File: src/drcc_params.svh
`ifndef DRCC_PARAMS_SVH
`define DRCC_PARAMS_SVH
// n-codes of the instruction set
`define DRCC_N_CONTROL 3'h4
`define DRCC_N_STATUS 3'h2
`define DRCC_N_DIAG 3'h5
`define DRCC_N_DAR 3'h1
`define DRCC_N_LEN 3'h6
`define DRCC_N_SELECT 3'h3
`define DRCC_N_INTCTL 3'h7
// control codes with n-code control
`define DRCC_FEED_START 8'h01
`define DRCC_FEED_STOP 8'h02
`define DRCC_READ 8'h04
`define DRCC_CLEAR_FLAGS 8'h80
// control byte 2 bits
`define DRCC_HOLD_BIT 0
`define DRCC_BPOCKET_BIT 2
// interrupt control byte bits
`define DRCC_INT_EN_BIT 0
`define DRCC_INT_CLR_BIT 1
// stacker codes
`define DRCC_POCKET_B 4'he
`define DRCC_POCKET_REJECT 4'hf
// status byte bits
`define DRCC_ST_END 1
`define DRCC_ST_IRQ 2
`define DRCC_ST_ATTN 3
`define DRCC_ST_PAR 4
`define DRCC_ST_NOOP 5
`define DRCC_ST_OVF 6
`define DRCC_ST_READY 7
// length counter
`define DRCC_LEN_LAST 9'h0ff
// timing
`define DRCC_CLK_PS 5000
`define DRCC_SELECT_WINDOW_MS 24
// cycles per ms and per us first, so no product passes 32 bits;
// the clock period must divide one microsecond evenly
`define DRCC_SELECT_CYCLES (`DRCC_SELECT_WINDOW_MS * (1000000000 / `DRCC_CLK_PS))
`define DRCC_DOC_GAP_US 9500
`define DRCC_GAP_CYCLES (`DRCC_DOC_GAP_US * (1000000 / `DRCC_CLK_PS))
`endif

File: src/drcc_pkg.sv
package drcc_pkg;
  // instruction class from the processor
  typedef enum logic [1:0] {drcc_none, drcc_start, drcc_load, drcc_sense} drcc_kind_type;
  // one processor i/o instruction
  typedef struct packed {
    drcc_kind_type kind;
    logic [2:0] n_code;
    logic [7:0] ctrl1;
    logic [7:0] ctrl2;
    logic [15:0] data;
  } drcc_cmd_type;
  // one character from the reader
  typedef struct packed {
    logic [7:0] code;
    logic parity;
  } drcc_char_type;
  // one cycle-steal store
  typedef struct packed {
    logic [15:0] addr;
    logic [7:0] data;
  } drcc_store_type;
  // read transfer states
  typedef enum logic [1:0] {drcc_idle, drcc_armed, drcc_read} drcc_xfer_type;
endpackage : drcc_pkg

File: src/drcc_top.sv
`timescale 1ns/1ps
`default_nettype none
`include "drcc_params.svh"
module drcc_top
  import drcc_pkg::*;
#(
  parameter int SEL_CYCLES = `DRCC_SELECT_CYCLES,
  parameter int GAP_CYCLES = `DRCC_GAP_CYCLES
) (
  input wire logic clock,
  input wire logic reset,
  input wire logic cmd_valid,
  input wire drcc_cmd_type cmd,
  input wire logic thirteen_pocket,
  input wire logic rdr_online,
  input wire logic rdr_ready,
  input wire logic cpu_stopped,
  input wire logic doc_separated,
  input wire logic doc_at_head,
  input wire logic doc_left_head,
  input wire logic doc_end,
  input wire logic char_valid,
  input wire drcc_char_type char_in,
  input wire logic stop_delay_timeout,
  input wire logic left_jam,
  input wire logic right_jam,
  input wire logic treadle_release,
  input wire logic svc_request,
  input wire logic io_disconnect,
  output logic feed_enable_reg,
  output logic irq_reg,
  output logic sense_valid_reg,
  output logic [7:0] sense_data_reg,
  output logic store_valid_reg,
  output drcc_store_type store_reg,
  output logic stacker_valid_reg,
  output logic [3:0] stacker_code_reg,
  output logic reject_doc_reg,
  output logic pocket_hold_reg,
  output logic svc_resp_reg
);

  // odd parity over code and parity bit
  function automatic logic odd_ok(input drcc_char_type c);
    odd_ok = ^{c.code, c.parity};
  endfunction : odd_ok

  // state
  drcc_xfer_type xfer_reg; // read transfer state
  logic [15:0] dar_reg; // data address register
  logic [8:0] len_reg; // length counter, bit 8 = overflow
  logic run_reg; // feed requested by program
  logic one_doc_reg; // single document pending
  logic last_start_reg; // previous instruction was feed start
  logic fed_since_start_reg; // a document separated since the last start
  logic [31:0] gap_cnt_reg; // inter-document gap timer
  logic [31:0] sel_cnt_reg; // stacker select window timer
  logic sel_wait_reg; // select window open
  logic int_en_reg; // interrupt enable
  logic irq_latch_reg; // interrupt request latch
  logic end_req_reg; // end request
  logic reject_flag_reg; // auto-select flag
  logic sort_check_reg; // sort check
  logic stopped_reg; // sorter stopped
  logic attention_reg; // attention
  logic parity_err_reg; // data parity check
  logic noop_reg; // unrecognised start

  // instruction decode
  logic is_start, is_ctrl, feed_start_cmd, feed_stop_cmd, read_cmd, clear_cmd;
  logic select_cmd, intctl_cmd, load_cmd, sense_cmd, known_start;
  assign is_start = cmd_valid && (cmd.kind == drcc_start);
  assign is_ctrl = is_start && (cmd.n_code == `DRCC_N_CONTROL);
  assign feed_start_cmd = is_ctrl && (cmd.ctrl1 == `DRCC_FEED_START);
  assign feed_stop_cmd = is_ctrl && (cmd.ctrl1 == `DRCC_FEED_STOP);
  assign read_cmd = is_ctrl && (cmd.ctrl1 == `DRCC_READ);
  assign clear_cmd = is_ctrl && (cmd.ctrl1 == `DRCC_CLEAR_FLAGS);
  assign select_cmd = is_start && (cmd.n_code == `DRCC_N_SELECT);
  assign intctl_cmd = is_start && (cmd.n_code == `DRCC_N_INTCTL);
  assign load_cmd = cmd_valid && (cmd.kind == drcc_load);
  assign sense_cmd = cmd_valid && (cmd.kind == drcc_sense);
  assign known_start = is_ctrl || select_cmd || intctl_cmd;

  // character accept and transfer end
  logic accept, xfer_done, sel_timeout, gap_busy, feed_ok;
  assign accept = (xfer_reg == drcc_read) && char_valid && !len_reg[8];
  assign xfer_done = (xfer_reg == drcc_read) &&
                     (doc_end || len_reg[8] || (accept && len_reg == `DRCC_LEN_LAST));
  assign sel_timeout = sel_wait_reg && (sel_cnt_reg == 32'h0) && !select_cmd;
  assign gap_busy = (gap_cnt_reg != 32'h0);
  // every stop condition gates the separator except jams and stop delay timeout
  assign feed_ok = run_reg && rdr_online && rdr_ready && !cpu_stopped &&
                   !pocket_hold_reg && !stopped_reg && !gap_busy && !doc_separated;

  // live sense bytes
  logic [7:0] status_byte, diag_byte;
  always_comb begin
    status_byte = 8'h00;
    status_byte[`DRCC_ST_END] = end_req_reg;
    status_byte[`DRCC_ST_IRQ] = irq_latch_reg && int_en_reg;
    status_byte[`DRCC_ST_ATTN] = attention_reg;
    status_byte[`DRCC_ST_PAR] = parity_err_reg;
    status_byte[`DRCC_ST_NOOP] = noop_reg;
    status_byte[`DRCC_ST_OVF] = len_reg[8];
    status_byte[`DRCC_ST_READY] = rdr_online && rdr_ready;
  end
  // diagnostic byte; the reader never writes, so write call is zero
  assign diag_byte = {xfer_reg != drcc_idle, xfer_reg == drcc_read, 1'b0, io_disconnect,
                      int_en_reg, svc_resp_reg, svc_request, irq_latch_reg};

  // feed request latch and single-document mode
  always_ff @(posedge clock or posedge reset) begin
    if (reset) begin
      run_reg <= 1'b0;
      one_doc_reg <= 1'b0;
      last_start_reg <= 1'b0;
      fed_since_start_reg <= 1'b0;
    end else begin
      // the single document may already be out before the stop lands
      if (feed_start_cmd) begin
        fed_since_start_reg <= 1'b0;
      end else if (doc_separated) begin
        fed_since_start_reg <= 1'b1;
      end
      // start is held until reader is ready
      if (feed_start_cmd) begin
        run_reg <= 1'b1;
        one_doc_reg <= 1'b0;
      end else if (feed_stop_cmd) begin
        // stop right after start: one document, unless already fed
        if (last_start_reg && !fed_since_start_reg && !doc_separated) begin
          one_doc_reg <= 1'b1;
        end else begin
          // plain stop clears request, ready or not
          run_reg <= 1'b0;
          one_doc_reg <= 1'b0;
        end
      end else if (doc_separated && one_doc_reg) begin
        run_reg <= 1'b0;
        one_doc_reg <= 1'b0;
      end
      // "immediately" means the very next instruction
      if (cmd_valid) begin
        last_start_reg <= feed_start_cmd;
      end
    end
  end

  // separator enable and document gap
  always_ff @(posedge clock or posedge reset) begin
    if (reset) begin
      feed_enable_reg <= 1'b0;
      gap_cnt_reg <= 32'h0;
    end else begin
      feed_enable_reg <= feed_ok;
      if (doc_separated && thirteen_pocket) begin
        gap_cnt_reg <= GAP_CYCLES[31:0];
      end else if (gap_busy) begin
        gap_cnt_reg <= gap_cnt_reg - 32'h1;
      end
    end
  end

  // read transfer and cycle-steal stores
  always_ff @(posedge clock or posedge reset) begin
    if (reset) begin
      xfer_reg <= drcc_idle;
      dar_reg <= 16'h0000;
      len_reg <= 9'h000;
      store_valid_reg <= 1'b0;
      store_reg <= '0;
      svc_resp_reg <= 1'b0;
    end else begin
      store_valid_reg <= accept;
      svc_resp_reg <= accept;
      // loads only take effect outside the read state
      if (load_cmd && xfer_reg != drcc_read) begin
        if (cmd.n_code == `DRCC_N_DAR) begin
          dar_reg <= cmd.data;
        end else if (cmd.n_code == `DRCC_N_LEN) begin
          len_reg <= {1'b0, cmd.data[7:0]};
        end
      end
      if (accept) begin
        store_reg <= '{addr: dar_reg, data: char_in.code};
        dar_reg <= dar_reg - 16'h1;
        len_reg <= len_reg + 9'h1;
      end
      case (xfer_reg)
        drcc_idle: begin
          if (read_cmd) begin
            xfer_reg <= drcc_armed;
          end
        end
        drcc_armed: begin
          if (doc_at_head) begin
            xfer_reg <= drcc_read;
          end
        end
        drcc_read: begin
          if (xfer_done) begin
            xfer_reg <= drcc_idle;
          end
        end
        default: begin
          xfer_reg <= drcc_idle;
        end
      endcase
    end
  end

  // interrupt enable, request latch and end request
  always_ff @(posedge clock or posedge reset) begin
    if (reset) begin
      int_en_reg <= 1'b0;
      irq_latch_reg <= 1'b0;
      end_req_reg <= 1'b0;
      irq_reg <= 1'b0;
    end else begin
      if (intctl_cmd) begin
        int_en_reg <= cmd.ctrl1[`DRCC_INT_EN_BIT];
      end
      // set wins over a clear in the same cycle
      if (xfer_done) begin
        irq_latch_reg <= 1'b1;
      end else if (intctl_cmd && cmd.ctrl1[`DRCC_INT_CLR_BIT]) begin
        irq_latch_reg <= 1'b0;
      end
      if (xfer_done) begin
        end_req_reg <= 1'b1;
      end else if (read_cmd) begin
        end_req_reg <= 1'b0;
      end
      irq_reg <= irq_latch_reg && int_en_reg;
    end
  end

  // stacker select window
  always_ff @(posedge clock or posedge reset) begin
    if (reset) begin
      sel_wait_reg <= 1'b0;
      sel_cnt_reg <= 32'h0;
    end else begin
      // window opens as document leaves head
      if (doc_left_head) begin
        sel_wait_reg <= 1'b1;
        sel_cnt_reg <= SEL_CYCLES[31:0] - 32'h1;
      end else if (select_cmd || sel_timeout) begin
        sel_wait_reg <= 1'b0;
      end else if (sel_wait_reg) begin
        sel_cnt_reg <= sel_cnt_reg - 32'h1;
      end
    end
  end

  // stacker output, reject pulse and pocket hold
  always_ff @(posedge clock or posedge reset) begin
    if (reset) begin
      stacker_valid_reg <= 1'b0;
      stacker_code_reg <= 4'h0;
      reject_doc_reg <= 1'b0;
      pocket_hold_reg <= 1'b0;
    end else begin
      stacker_valid_reg <= 1'b0;
      reject_doc_reg <= sel_timeout || (doc_at_head && xfer_reg == drcc_idle);
      // timeout routes to the reject stacker
      if (sel_timeout) begin
        stacker_valid_reg <= 1'b1;
        stacker_code_reg <= `DRCC_POCKET_REJECT;
      end else if (select_cmd) begin
        stacker_valid_reg <= 1'b1;
        stacker_code_reg <= cmd.ctrl1[3:0];
      end else if (is_ctrl && thirteen_pocket && cmd.ctrl2[`DRCC_BPOCKET_BIT]) begin
        stacker_valid_reg <= 1'b1;
        stacker_code_reg <= `DRCC_POCKET_B;
      end
      if (is_ctrl && thirteen_pocket) begin
        pocket_hold_reg <= cmd.ctrl2[`DRCC_HOLD_BIT];
      end else if (treadle_release) begin
        pocket_hold_reg <= 1'b0;
      end
    end
  end

  // sticky flags; every set wins over the clear command
  always_ff @(posedge clock or posedge reset) begin
    if (reset) begin
      reject_flag_reg <= 1'b0;
      sort_check_reg <= 1'b0;
      stopped_reg <= 1'b0;
      attention_reg <= 1'b0;
      parity_err_reg <= 1'b0;
      noop_reg <= 1'b0;
    end else begin
      if (clear_cmd) begin
        reject_flag_reg <= 1'b0;
        sort_check_reg <= 1'b0;
        stopped_reg <= 1'b0;
        attention_reg <= 1'b0;
        parity_err_reg <= 1'b0;
        noop_reg <= 1'b0;
      end
      if (sel_timeout || (doc_at_head && xfer_reg == drcc_idle)) begin
        reject_flag_reg <= 1'b1;
      end
      if (sel_timeout) begin
        sort_check_reg <= 1'b1;
        stopped_reg <= 1'b1;
      end
      // attention on stop delay or jams, thirteen-pocket mode only
      if (thirteen_pocket && (stop_delay_timeout || left_jam || right_jam)) begin
        attention_reg <= 1'b1;
      end
      if (accept && thirteen_pocket && !odd_ok(char_in)) begin
        parity_err_reg <= 1'b1;
      end
      if (is_start && !known_start) begin
        noop_reg <= 1'b1;
      end
    end
  end

  // sense answer; reading alters no latch
  always_ff @(posedge clock or posedge reset) begin
    if (reset) begin
      sense_valid_reg <= 1'b0;
      sense_data_reg <= 8'h00;
    end else begin
      sense_valid_reg <= sense_cmd;
      // capture live byte at sense time
      if (sense_cmd && cmd.n_code == `DRCC_N_STATUS) begin
        sense_data_reg <= status_byte;
      end else if (sense_cmd && cmd.n_code == `DRCC_N_DIAG) begin
        sense_data_reg <= diag_byte;
      end else if (sense_cmd) begin
        sense_data_reg <= 8'h00;
      end
    end
  end

  // helper for descending address check
  logic seen_store_reg;
  logic [15:0] last_addr_reg;
  always_ff @(posedge clock or posedge reset) begin
    if (reset) begin
      seen_store_reg <= 1'b0;
      last_addr_reg <= 16'h0000;
    end else if (xfer_reg == drcc_armed) begin
      // a new transfer forgets the last address
      seen_store_reg <= 1'b0;
    end else if (store_valid_reg) begin
      seen_store_reg <= 1'b1;
      last_addr_reg <= store_reg.addr;
    end
  end
endmodule : drcc_top
`default_nettype wire
File: config.mk
export PLATFORM = sky130hd
export DESIGN_NAME = drcc_top
export DESIGN_NICKNAME = d
export VERILOG_FILES = /design/src/drcc_pkg.sv /design/src/drcc_top.sv
export VERILOG_INCLUDE_DIRS = /design/src
export SDC_FILE = /design/constraint.sdc
export NUM_CORES = 1
export LEC_CHECK = 0
export BUFFER_PORTS_ARGS = -buffer_cell sky130_fd_sc_hd__buf_2
export CAP_MARGIN = 20
export CORE_ASPECT_RATIO = 0.5
export CORE_MARGIN = 5
export CORE_UTILIZATION = 51
export CTS_BUF_LIST = sky130_fd_sc_hd__clkbuf_8 sky130_fd_sc_hd__clkbuf_16
export CTS_CLUSTER_DIAMETER = 100
export DETAILED_ROUTE_END_ITERATION = 7
export HOLD_SLACK_MARGIN = 0.06
export PLACE_DENSITY = 0.72
export SYNTH_ARGS = -nofsm -noshare
export SYNTH_HDL_FRONTEND = slang
export SYNTH_SLANG_ARGS = --single-unit
File: constraint.sdc
create_clock -name clock -period 6 [get_ports clock]
set_input_delay 0.3 -clock clock [delete_from_list [all_inputs] [get_ports clock]]
set_output_delay 0.3 -clock clock [all_outputs]
set_load 0.01 [all_outputs]
* Word-level counts from Yosys, hierarchy flattened
Index checks and enable logic that the tools add are counted. W data, S select, Z words.
Storage, ports and cells: register bits after elaboration 146, input bits 64, logic and storage cells 188
Cells by class: add/subtract/negate cells 4, equality and inequality tests 24, mux-type cells 47, reduce and logical (&&, ||, !) cells 85
Operator list (count):
- $mux W32 | 5
- $sub A32 B1 Y32 const B | 2
- $mux W16 | 3
- $logic_and A1 B1 Y1 | 40
- $mux W9 | 4
- $logic_not A32 Y1 | 1
- $reduce_bool A32 Y1 | 1
- $reduce_bool A2 Y1 | 15
- $mux W1 | 25
- $mux W8 | 3
- $sub A16 B1 Y16 const B | 1
- $eq A3 B3 Y1 const B | 4
- $mux W4 | 3
- $ne A2 B2 Y1 const B | 6
- $logic_not A1 Y1 | 10
- $add A9 B1 Y9 const B | 1
- $eq A9 B8 Y1 const B | 1
- $reduce_bool A3 Y1 | 3
- $reduce_xor A9 Y1 | 1
- $eq A8 B1 Y1 const B | 1
- $eq A8 B2 Y1 const B | 1
- $eq A8 B3 Y1 const B | 1
- $eq A8 B8 Y1 const B | 1
- $logic_or A1 B1 Y1 | 8
- 10 further kinds | 19

* Longest topological paths before layout
depth after elaboration 8, gate-level depth with buffers 9

* Worst setup path before layout
Ideal clock, no wire load.
path kind register -> register, start register sel_cnt_reg[0], end register sel_cnt_reg[6], library setup time 0.136 ns, data arrival time 2.369 ns, required time 5.864 ns, path slack 3.495 ns, cell stages (with the launch flop) 9, clock period less this slack 2.505 ns, path through dfrtp_1 -> inv_1 -> ha_1 -> or4b_2 -> nor4_1 -> and3_1 -> buf_2 -> nor3_1 -> or3b_2
On the way: cells in the longest elaborated chain, start to end 6
RTL lines:
- start: declaration | RTL line drcc_top.sv:57 | logic [31:0] sel_cnt_reg;
- start signal: assignment | RTL line drcc_top.sv:247 | sel_cnt_reg <= SEL_CYCLES[31:0] - 32'h1;
- start signal: assignment | RTL line drcc_top.sv:251 | sel_cnt_reg <= sel_cnt_reg - 32'h1;
- parallel branches: the longest is 6 deep, another holds $sub A32 B1 Y32
Several ways; the timed one is not identified. The select of a mux whose other input is x is not followed. A chain may end at the register's enable or synchronous reset.

* Worst setup path after layout
Same ends and word-level chain as after synthesis.

==> results.yml <==
floorplanning:
  num_io_pins: 108
  core_mm2: 0.0145
  dieArea_mm2: 0.0174
  start_util_pct: 51.9
  num_rows: 31
  die_w_um: 182
  die_h_um: 95.8
worst_setup_path:
  worstSetupStartpoint: "sel_cnt_reg[0]"
  reg2reg_from: "sel_cnt_reg[0]"
  r2r-end: "sel_cnt_reg[6]"
  r2r_slack_ps: 2680
  path_buf_inv: 2
  cp-start-kind: "flip-flop"
  cp.required_ps: 6290
  critPathKind: "flip-flop to flip-flop"
  rr_worst_depth: 8
  slowest_delay_ps: 600
  crit_chain: "inv_1 > ha_1 > or4b_2 > nor4_1 > and3_1 > buf_4 > nor3_1 > or3b_2"
  critical_path_depth: 8
  endpoint: "sel_cnt_reg[6]"
  endpoint_kind: "flip-flop"
  crit_family: "simple AND/OR/NAND/NOR gates"
  cp_slowest_cell: "or4b_2"
  path_max_fanout: 23
  crit_arrival_ps: 3610
pwr:
  p_seq_share_pct: 45.8
  p_sw_share_pct: 27.5
  combPwrFrac_pct: 9.6
  clkPwrFrac_pct: 44.6
  switchingPower_uw: 673
  power_per_cell_area_mw_per_mm2: 278
  p_leak_uw: 0.00386
  ir_drop_mv: 0.199
  intPower_uw: 1770
final_layout:
  antenna_cells: 0
  final_cell_mix: "dfrtp_1 (146), nand2_1 (121), buf_2 (102)"
  final_common_cell: "dfrtp_1"
  fill_cells: 1272
  area_delta_synth_final_pct: 16.8
  drive_gt1_share_pct: 18.0
  finalNetCount: 985
clock_network:
  clk_latency_ps: 420
  cts_resized: 0
  cts_made_buffers: 17
  clk_path_buf_depth: 2
  cts_root_buffer: "clkbuf_16"
  tritoncts: "done"
  path_clk_slew_ps: 60
  htree_levels: 4
  cts_sinks: 146
grt:
  gr-usage-met2_pct: 34.4
  grt_util_met1_pct: 28.4
  grt-busiest-layer: "met2"
  grt_pass1_vias: 6288
  gr-usage-met3_pct: 4.30
  grt_antenna_before_repair: 0
  track_usage_pct: 21.0
  grt_max_degree: 75
  grt_overflow: 0
  grt_pass1_wl_um: 30100
placed_design:
  place_hpwl_um: 12300
  preCtsSetupSlack_ps: 2750
  place_congestion: 0.842
  portBuffers: 101
timing:
  final-setup-viol-count: 0
  fin_crit_ps: 3320
  tightest_slew_ps: 944
  hold_viol: 0
  fin_skew_ps: 13.9
  fmaxAchievable_ghz: 0.301
  fin_ws_ps: 2680
  setup_tns_ps: 0
  rsz0062_at_grt: "false"
  relSlewSlack_pct: 36.5
  drv_slew: 0
  finalCritPeriodShare_pct: 55.3
yosys:
  yosysUniqueCellTypes: 64
  yosysSeqAreaShare_pct: 48.6
  syn_inst: 827
  synth_nets: 896
  synth.ff_latch_count: 146
  synthArstFlopShare_pct: 100
  synth-edff-count: 0
  avgSynthCellArea_um2: 9.09
  synth_ff_type: "dfrtp_1"
  syn_area_mm2: 0.00751
  yosysWarningCount: 0
routing:
  num_vias: 6719
  antenna_left: 0
  dr.pass1.iters: 7
  routed_wl_um: 18400
  drt-initial-drc-count: 433
  wl_per_cell_um: 16.3
  vias_per_cell: 5.96
  drc: 0
run_status:
  status: "finished, final reports clean"
hold_path:
  hp-class: "primary input to flip-flop"
job:
  drv_cap: 0
==> kinds of logic after synthesis <==
group	synth area share, %
AO/OA/AOI/OAI	15.1
XOR/XNOR	1.52
adder cells (fa/ha/maj)	0.833
buffers and inverters	3.38
flip-flops	48.6
multiplexers	1.38
AND/OR/NAND/NOR	29.2
==> metal layers <==
metal  up-vias  part of all wire, %
met1      3299                   47
li1       3239                    -
met5         -                    0
met2       156                   47
met4         0                  1.2
met3        25                  4.8
==> synth_stat cells, drive strengths merged (8+ instances only) <==
master	count	area, um^2
nor4	26	193
nor2b	8	50.1
inv	26	97.6
dfrtp	146	3650
or4	34	267
nand3	41	205
o21ai	54	270
xnor2	9	78.8
nand2	121	454
buf	10	47.5
nor3	23	115
nand4	14	87.6
a211oi	8	60.1
nor2	62	233
clkbuf	29	109
o31ai	17	128
or3	30	190
a21oi	45	225
==> power groups by stage <==
stage	clock network (uW)	logic [uW]	registers [uW]
final	1090	236	1120
after global routing	1140	269	1130
after CTS	1100	239	1120
after detailed placement	0	238	1130
after global placement	0	230	1130
after floorplan	0	163	1120
==> worst min path at each step <==
stage	end	cells after the start	start
5_1_grt	feed_enable_reg	2	cpu_stopped
3_5_place_dp	stacker_code_reg[1]	2	reset
4_1_cts	feed_enable_reg	2	cpu_stopped
3_3_place_gp	sense_data_reg[2]	2	sense_data_reg[2]
2_1_floorplan	feed_enable_reg	1	cpu_stopped
6_report	feed_enable_reg	2	cpu_stopped
==> cell type report <==
type | count | area (um^2) | area share [%]
Sequential cell | 146 | 3650 | 41.6
Multi-Input combinational cell | 616 | 3620 | 41.2
Timing Repair Buffer | 109 | 563 | 6.41
Clock buffer | 17 | 425 | 4.85
Tap cell | 198 | 248 | 2.82
Clock inverter | 15 | 169 | 1.92
Inverter | 26 | 103 | 1.17
==> metrics by stage <==
| step | hold slack (ps) | cell area (um^2) | total power [uW] | utilization, % | cells |
|---|---|---|---|---|---|
| global placement | 449 | 8170 | 1360 | 56.4 | 1092 |
| CTS | 60.9 | 8770 | 2460 | 60.7 | 1126 |
| floorplan | 370 | 7510 | 1280 | - | 827 |
| detailed placement | 458 | 8170 | 1370 | 56.5 | 1093 |
| finish | 73.1 | 8780 | 2440 | 60.7 | 1127 |
| global route | 64.6 | 8780 | 2540 | 60.7 | 1127 |
==> what timing repair did <==
item,in CTS,in global routing
hold endpoints to repair,72,0
hold buffers,1,0
buffers inserted,0,0
No activity file was read; power rests on OpenSTA's default activity.
